## src/hw/rre_cfg.svh

```systemverilog
`ifndef RRE_CFG_SVH
`define RRE_CFG_SVH
// data path and program counter widths
`define RRE_DW 8
`define RRE_PCW 13
// return stack depth and pointer width
`define RRE_STK_DEPTH 8
`define RRE_SPW 3
// interrupt vector used when a pending request is taken
`define RRE_IRQ_VEC 13'h0004
// reset values
`define RRE_PC_RST 13'h0000
`define RRE_WREG_RST 8'h00
// rotate edge bit positions
`define RRE_MSB 7
`define RRE_LSB 0
`endif

```

## src/hw/rre_pkg.sv

```systemverilog
`include "rre_cfg.svh"
package rre_pkg;
  // instruction selector presented by the fetch/decode front end
  typedef enum logic [2:0] {
    RRE_OP_NONE,
    RRE_OP_OR_INTO_MEM,
    RRE_OP_SUBROUTINE_EXIT,
    RRE_OP_EXIT_LOAD_IMM,
    RRE_OP_IRQ_EXIT,
    RRE_OP_ROTATE_LEFT_MEM
  } rre_op_type;

  // one instruction issue
  typedef struct packed {
    logic valid;
    rre_op_type op;
    logic [`RRE_DW-1:0] imm;
    logic [`RRE_DW-1:0] mem_rdata;
  } rre_issue_type;

  // data memory write-back
  typedef struct packed {
    logic we;
    logic [`RRE_DW-1:0] wdata;
  } rre_memwr_type;
endpackage

```

## src/hw/rre_exec.sv

```systemverilog
`include "rre_cfg.svh"
// Summary of operation
// - or-into-mem writes working_register OR byte; zero flag
// - subroutine_exit pops stack into program counter
// - exit_load_imm pops stack, loads immediate
// - irq_exit with no request pending pops stack, sets global_irq_enable
// - pending interrupt serviced before main program resumes
// - rotate_left_mem rotates byte, bit7 to bit0
module rre_exec
(
  input wire logic i_mclk,
  input wire logic i_srst,
  input wire rre_pkg::rre_issue_type i_issue,
  input wire logic i_call_push,
  input wire logic [`RRE_PCW-1:0] i_call_pc,
  input wire logic i_irq_pending,
  input wire logic i_irq_enable_clr,
  output rre_pkg::rre_memwr_type o_memwr,
  output logic [`RRE_PCW-1:0] o_pc,
  output logic o_pc_load,
  output logic [`RRE_DW-1:0] o_working_register,
  output logic o_zero_flag,
  output logic o_global_irq_enable,
  output logic o_irq_taken
);
  import rre_pkg::*;

  // return stack storage and pointer; only the pointer is reset
  logic [`RRE_PCW-1:0] stack_q [`RRE_STK_DEPTH];
  logic [`RRE_SPW-1:0] sp_q; // next free slot, wraps past the last one
  logic [`RRE_PCW-1:0] pc_q; // redirect target handed to fetch
  logic pc_load_q; // one-cycle redirect strobe
  logic [`RRE_DW-1:0] wreg_q; // working register
  logic zero_q; // result-nil flag
  logic gie_q; // global_irq_enable
  logic taken_q; // one-cycle strobe: pending irq taken at exit
  rre_memwr_type memwr_q; // registered write-back to data memory
  // decoded issue strobes
  logic is_or; // or_into_mem
  logic is_sub_exit; // subroutine_exit
  logic is_irq_exit; // irq_exit
  logic is_imm_exit; // exit_load_imm
  logic is_rot; // rotate_left_mem
  logic is_pop; // any of the three exits
  logic take_irq; // irq_exit meets a pending request
  logic [`RRE_SPW-1:0] sp_top; // slot of the last pushed address

  // one-bit rotate toward the msb with wrap
  function automatic logic [`RRE_DW-1:0] rot_left(input logic [`RRE_DW-1:0] v);
    rot_left = {v[`RRE_MSB-1:`RRE_LSB], v[`RRE_MSB]};
  endfunction

  // true when a valid issue carries the given operation
  function automatic logic op_is(input rre_issue_type iss, input rre_op_type op);
    op_is = iss.valid && (iss.op == op);
  endfunction

  // decode the presented instruction; unused codes decode to nothing
  always_comb
  begin
    is_or = op_is(i_issue, RRE_OP_OR_INTO_MEM);
    is_sub_exit = op_is(i_issue, RRE_OP_SUBROUTINE_EXIT);
    is_imm_exit = op_is(i_issue, RRE_OP_EXIT_LOAD_IMM);
    is_irq_exit = op_is(i_issue, RRE_OP_IRQ_EXIT);
    is_rot = op_is(i_issue, RRE_OP_ROTATE_LEFT_MEM);
    is_pop = is_sub_exit || is_imm_exit || is_irq_exit;
    // an empty stack wraps to the last slot; its content is then undefined
    sp_top = sp_q - 1'b1;
  end

  // a pending request right at irq_exit is taken at once, so the
  // handler runs before any main-program instruction
  // pending irq first
  assign take_irq = is_irq_exit && i_irq_pending;

  // return stack push/pop; taking the irq leaves the return address stacked
  // so that the handler's own exit goes back to the main program
  // a push that meets a pop is dropped: the core never calls while returning
  always_ff @(posedge i_mclk)
  begin
    if (i_srst)
    begin
      sp_q <= '0;
    end
    else if (i_call_push && !is_pop)
    begin
      stack_q[sp_q] <= i_call_pc;
      sp_q <= sp_q + 1'b1;
    end
    else if (is_pop && !take_irq)
    begin
      sp_q <= sp_top;
    end
  end

  // program counter redirect
  always_ff @(posedge i_mclk)
  begin
    if (i_srst)
    begin
      pc_q <= `RRE_PC_RST;
      pc_load_q <= 1'b0;
    end
    else
    begin
      pc_load_q <= is_pop;
      if (take_irq)
        pc_q <= `RRE_IRQ_VEC;
      else if (is_pop)
        pc_q <= stack_q[sp_top];
    end
  end

  // working register and zero flag; other flags are not touched here
  always_ff @(posedge i_mclk)
  begin
    if (i_srst)
    begin
      wreg_q <= `RRE_WREG_RST;
      zero_q <= 1'b0;
    end
    else if (is_imm_exit)
    begin
      wreg_q <= i_issue.imm;
    end
    else if (is_or)
    begin
      // zero flag only
      // the result goes to memory, so the working register keeps its value
      zero_q <= ((wreg_q | i_issue.mem_rdata) == '0);
    end
  end

  // data memory write-back
  always_ff @(posedge i_mclk)
  begin
    if (i_srst)
      memwr_q <= '0;
    else
    begin
      // strobe for one cycle only; data holds so the bus does not toggle
      memwr_q.we <= is_or || is_rot;
      if (is_or)
        memwr_q.wdata <= wreg_q | i_issue.mem_rdata;
      else if (is_rot)
        memwr_q.wdata <= rot_left(i_issue.mem_rdata);
    end
  end

  // global enable: set by irq_exit, cleared when the core enters a handler
  always_ff @(posedge i_mclk)
  begin
    if (i_srst)
    begin
      gie_q <= 1'b0;
      taken_q <= 1'b0;
    end
    else
    begin
      taken_q <= take_irq;
      // set enable; entry clears
      // taking the pending request is a handler entry, so enable stays low
      if (take_irq)
        gie_q <= 1'b0;
      // the set wins over a clear from the core in the same cycle
      else if (is_irq_exit)
        gie_q <= 1'b1;
      else if (i_irq_enable_clr)
        gie_q <= 1'b0;
    end
  end

  assign o_memwr = memwr_q;
  assign o_pc = pc_q;
  assign o_pc_load = pc_load_q;
  assign o_working_register = wreg_q;
  assign o_zero_flag = zero_q;
  assign o_global_irq_enable = gie_q;
  assign o_irq_taken = taken_q;
endmodule

```

## config.mk

```make
export PLATFORM = sky130hd
export DESIGN_NAME = rre_exec
export DESIGN_NICKNAME = d
export VERILOG_FILES = /design/src/hw/rre_pkg.sv /design/src/hw/rre_exec.sv
export VERILOG_INCLUDE_DIRS = /design/src /design/src/hw
export SDC_FILE = /design/constraint.sdc
export NUM_CORES = 1
export LEC_CHECK = 0
export ABC_AREA = 1
export CELL_PAD_IN_SITES_DETAIL_PLACEMENT = 2
export CELL_PAD_IN_SITES_GLOBAL_PLACEMENT = 2
export CORE_MARGIN = 4
export CORE_UTILIZATION = 43
export DETAILED_ROUTE_END_ITERATION = 10
export DONT_BUFFER_PORTS = 1
export PLACE_DENSITY_LB_ADDON = 0.1
export SYNTH_ARGS = -nofsm -noshare
export SYNTH_HDL_FRONTEND = slang
export SYNTH_SLANG_ARGS = --single-unit
export TNS_END_PERCENT = 10
```

## constraint.sdc

```tcl
create_clock -name i_mclk -period 4.1 [get_ports i_mclk]
set_input_delay 0.82 -clock i_mclk [delete_from_list [all_inputs] [get_ports i_mclk]]
set_output_delay 0.82 -clock i_mclk [all_outputs]
set_load 0.05 [all_outputs]
```

Word level (Yosys, flattened, before mapping):

Memory sizes are Yosys's and may differ from the RTL's.
Index checks and enable logic that the tools add are counted.
Widths: inputs -> output; s select.

* register bits: 37
* RAM bits: 104
* bits of input ports: 38
* output and inout port bits: 34
* logic and storage cells: 51
* memories: 1

* add/subtract/negate cells: 2
* equal/unequal tests: 5
* mux-type cells: 11
* bitwise logic cells: 2
* reduce and logical (&&, ||, !) cells: 20

Memories
* stack_q: depth 8, width 13, rd ports 1, clocked after memory_dff 0, write ports 1, RTL line rre_exec.sv:29 `` logic [`RRE_PCW-1:0] stack_q [`RRE_STK_DEPTH]; ``

Operator list (count)
* $mux 8: 2
* $mux 3: 4
* $logic_and 1x1->1: 8
* $logic_not 8->1: 1
* $or 8x8->8: 1
* $reduce_bool 2->1: 4
* $eq 3x2->1 const B: 2
* $eq 3x3->1 const B: 2
* $mux 1: 5
* $add 3x1->3 const B: 1
* $eq 3x1->1 const B: 1
* $logic_or 1x1->1: 3
* $sub 3x1->3 const B: 1
* $logic_not 1->1: 2
* $reduce_and 2->1: 1
* $reduce_or 2->1: 1
* $not 1->1: 1

Longest topological paths before layout:

* depth in word-level cells: 9
* depth in mapped cells: 13
* depth with buffers taken out: 9

Worst setup path after synthesis:

OpenSTA, ideal clock, no wires.

* path kind: in2reg
* from: in i_issue[18] (netlist name)
* to: mem stack_q[1][0] (netlist name) (enable)
* setup time: 0.382 ns
* arrival: 2.092 ns
* data required time: 3.718 ns
* slack: 1.626 ns
* cell stages on the path: 8
* buffers on the path: 1
* cell sequence: buf_6 nand2_1 inv_1 nand2_2 nand3_2 nor2_2 nand2_2 nor2_1

* longest elaborated chain between the ends: 9
* elaborated cells on any way between the ends: 13
* classes of those cells: eq/ne: 3; mux: 3; reduce/logical: 7

Ends and longest elaborated chain
* start, declared: RTL line rre_exec.sv:13 `input wire rre_pkg::rre_issue_type i_issue,`
* $eq 3x2->1: RTL line rre_exec.sv:55 `op_is = iss.valid && (iss.op == op);`
* $logic_and 1x1->1: RTL line rre_exec.sv:55
* $logic_or 1x1->1: RTL line rre_exec.sv:66 `is_pop = is_sub_exit || is_imm_exit || is_irq_exit;`
* $logic_or 1x1->1 (*): RTL line rre_exec.sv:66
* $logic_not 1->1 (*): RTL line rre_exec.sv:85 `else if (i_call_push && !is_pop)`
* $logic_and 1x1->1 (*): RTL line rre_exec.sv:85
* $mux 1 (*): RTL line rre_exec.sv:85
* $mux 1 (*): RTL line rre_exec.sv:81 `if (i_srst)`
* $mux 1 (not written as such) (*): RTL line rre_exec.sv:87 `stack_q[sp_q] <= i_call_pc;`
* end, declared: RTL line rre_exec.sv:29

Mark *: on every way between the ends. The rest lies on a longest branch, timed or not.

Worst setup path in the final report:

* from: reg sp_q[1]
* to: reg pc_q[0] (netlist: o_pc[0])

* longest elaborated chain between the ends: 2

Ends and longest elaborated chain
* start, declared: RTL line rre_exec.sv:30 `` logic [`RRE_SPW-1:0] sp_q; ``
* start signal, assigned: RTL line rre_exec.sv:88 `sp_q <= sp_q + 1'b1;`
* start signal, assigned: RTL line rre_exec.sv:92 `sp_q <= sp_top;`
* $sub 3x1->3: RTL line rre_exec.sv:68 `sp_top = sp_q - 1'b1;`
* $mem_v2 8x13
* end signal, assigned: RTL line rre_exec.sv:101 `` pc_q <= `RRE_PC_RST; ``
* end signal, assigned: RTL line rre_exec.sv:108 `` pc_q <= `RRE_IRQ_VEC; ``
* end signal, assigned: RTL line rre_exec.sv:110 `pc_q <= stack_q[sp_top];`
* end, declared: RTL line rre_exec.sv:31 `` logic [`RRE_PCW-1:0] pc_q; ``

No other way between the ends.
A chain may end at the register's enable or synchronous reset.

==> metrics.csv <==
metric,value,unit
outcome,finished clean,
yosys warns,0,
chip width,124,µm
Critical Path Fanout Max,28,
layout cells sized above 1,8.96,%
worst ir drop on vdd,0.391,mV
Synth cell types,27,
"Seq/Total Area, Yosys",66.9,%
period utilization,71.0,%
design area,6430,µm²
total track usage,25.4,%
CTS Buf Count,17,
I/O Buffers,0,
max cap viols,0,
Ports,72,
post-CTS sizing,0,
gr ovfl total,0,
Layout Area Growth over Synthesis,11.2,%
actual slew at the worst max-slew pin,1.32,ns
RSZ-0062 raised after global routing,no,
Hold Path Class,in -> reg,
hold_buf cts,0,
endpoints failing hold,0,
crit path time final,2.91,ns
WL final,18700,µm
Vias,4104,
via/cell ratio,5.51,
Ant. Diodes,0,
Crit. End Element,flip-flop,
Synth Instances,562,
Clock Sink Count,141,
"Cell Area, Synth",5780,µm²
nets@finish,596,
initial antenna violation count,0,
Slew HR,11.8,%
Final Skew,0.00969,ns
Cell Pwr Density,570,nW/µm²
Clock Path Buffers,2,
placed cell area,5840,µm²
CTS tree,yes,
Setup TNS,0,ns
"Setup Fix Bufs, Post-CTS",0,
Max Slew Vio Count,0,
CP Launch Type,flip-flop,
detailed-route DRC error count,0,
CTS root buffer,clkbuf_16,
clk slew on worst S/H paths,0.06,ns
syn nets,602,
Antenna Nets Post-Route,0,
Die Height,124,µm
Cells on Worst Hold Path,1,
row count,42,
first-pass GRT wire length,27100,µm
placer congestion estimate,0.824,
Worst Path Required,4.47,ns
Final Non-Filler Cells,745,
Initial Utilization,43.8,%
FILL cells,1361,
Post-DP HPWL,12500,µm
largest net degree at the start of global routing,56,
FF-to-FF path depth,8,
Iter 0 DRT Violations,241,
Pre-antenna DRT Iters,4,
leak pwr,2.47,nW
#FFs+latches synth,141,
core footprint,13200,µm²
arrival time worst endpoint,3.28,ns
cell count after placement,713,
Final setup viols,0,
Avg WL per Cell,25.1,µm
worst skew pair latency,0.43,ns
Fmax achieved,344,MHz
Setup CP Type,reg -> reg,
die footprint,15400,µm²
vias in the first global route,4424,
Syn Area/Cell,10.3,µm²
H-tree depth,4,
==> flip-flops by register name, indices dropped and copies added (netlist names) <==
signal,flops
sp_q,3
o_pc,13
o_pc_load,1
o_zero_flag,1
o_global_irq_enable,1
o_working_register,8
o_memwr,9
stack_q,104
o_irq_taken,1
==> layer usage <==
layer / up-vias / wire [µm] / global-route usage (%)
li1: 1883 / - / -
met1: 2071 / 7490 / 30.3
met2: 126 / 9700 / 44.2
met3: 24 / 1110 / 6.22
met4: 0 / 429 / 10.1
met5: - / 0 / 0
==> cell type report <==
class                      instances  area [µm²]  area share (%)
clock buffer                      24         537            8.35
clock inverter                     8        47.5           0.740
inverter                          34         128            1.99
multi-input combinational        360        1620            25.2
sequential                       141        3860            60.1
tap                              176         220            3.43
timing repair buffer               2        15.0           0.234
==> worst max-delay path, stage by stage (launching register included) <==
cell and delay [ns]:
dfxtp_1 0.43, inv_1 0.11, ha_1 1.00, inv_2 0.52, nand3_1 0.29, nand3_1 0.20
nand3_1 0.19, nand2_1 0.06, inv_1 0.05
==> final timing paths <==
| path | start | end | slack (ns) |
|---|---|---|---|
| setup / recovery | sp_q[1] | o_pc[0] | 1.19 |
| hold / removal | i_srst | o_memwr[1] | 0.46 |
| setup reg to reg | sp_q[1] | o_pc[0] | 1.19 |
| hold reg to reg | sp_q[1] | sp_q[1] | 0.60 |
==> cells by family (layout without fill, tap and decap cells) <==
kind of cell	count (synthesis)	in the layout	share of synthesized area, %
buffers and inverters	61	68	5.17
and+or+nand+nor	319	319	23.8
xor gates and xnor gates	1	1	0.282
adders and majority gates	2	2	0.433
DFF	141	141	66.9
AOI/OAI and AO/OA	38	38	3.44
==> placed cells by master, fill, tap and decap left out <==
cell type,count
a21oi_1,18
a31oi_1,1
buf_4,2
clkbuf_1,1
clkbuf_16,20
clkbuf_2,1
clkbuf_8,2
clkinv_2,4
dfxtp_1,37
edfxtp_1,104
ha_1,2
inv_1,28
inv_2,6
inv_4,3
inv_6,1
nand2_1,155
nand2_2,4
nand2_4,1
nand3_1,94
nand3_2,2
nand4_1,2
nor2_1,56
nor2_2,1
nor2_4,1
nor3_1,1
nor3_4,1
o211ai_1,3
o21ai_0,15
o21ai_1,1
or2_2,1
xnor2_2,1
==> Yosys cell counts, drive strengths merged <==
library cell	n	area, µm²
a21oi	18	90.1
a31oi	1	6.26
buf	20	145
clkbuf	7	26.3
dfxtp	37	741
edfxtp	104	3120
ha	2	25.0
inv	34	128
nand2	160	618
nand3	96	490
nand4	2	12.5
nor2	58	228
nor3	2	21.3
o211ai	3	22.5
o21ai	16	80.1
or2	1	6.26
xnor2	1	16.3
==> report_power, final <==
group / leakage [nW] / internal, mW / switching, mW
sequential: 1.24 / 1.58 / 0.0905
combinational: 0.930 / 0.117 / 0.363
clock: 0.300 / 0.915 / 0.598
==> through the flow <==
step	power (mW)	hold slack, ns	setup WS (ns)	util [%]
5_1_grt	3.81	0.431	0.955	48.7
6_report	3.66	0.461	1.19	48.7
4_1_cts	3.70	0.439	1.20	48.7
3_3_place_gp	2.14	0.544	1.26	44.3
2_1_floorplan	2.02	0.502	1.63	-
3_5_place_dp	2.17	0.566	1.04	44.3
Note: power is estimated with default switching activity, not from simulation.
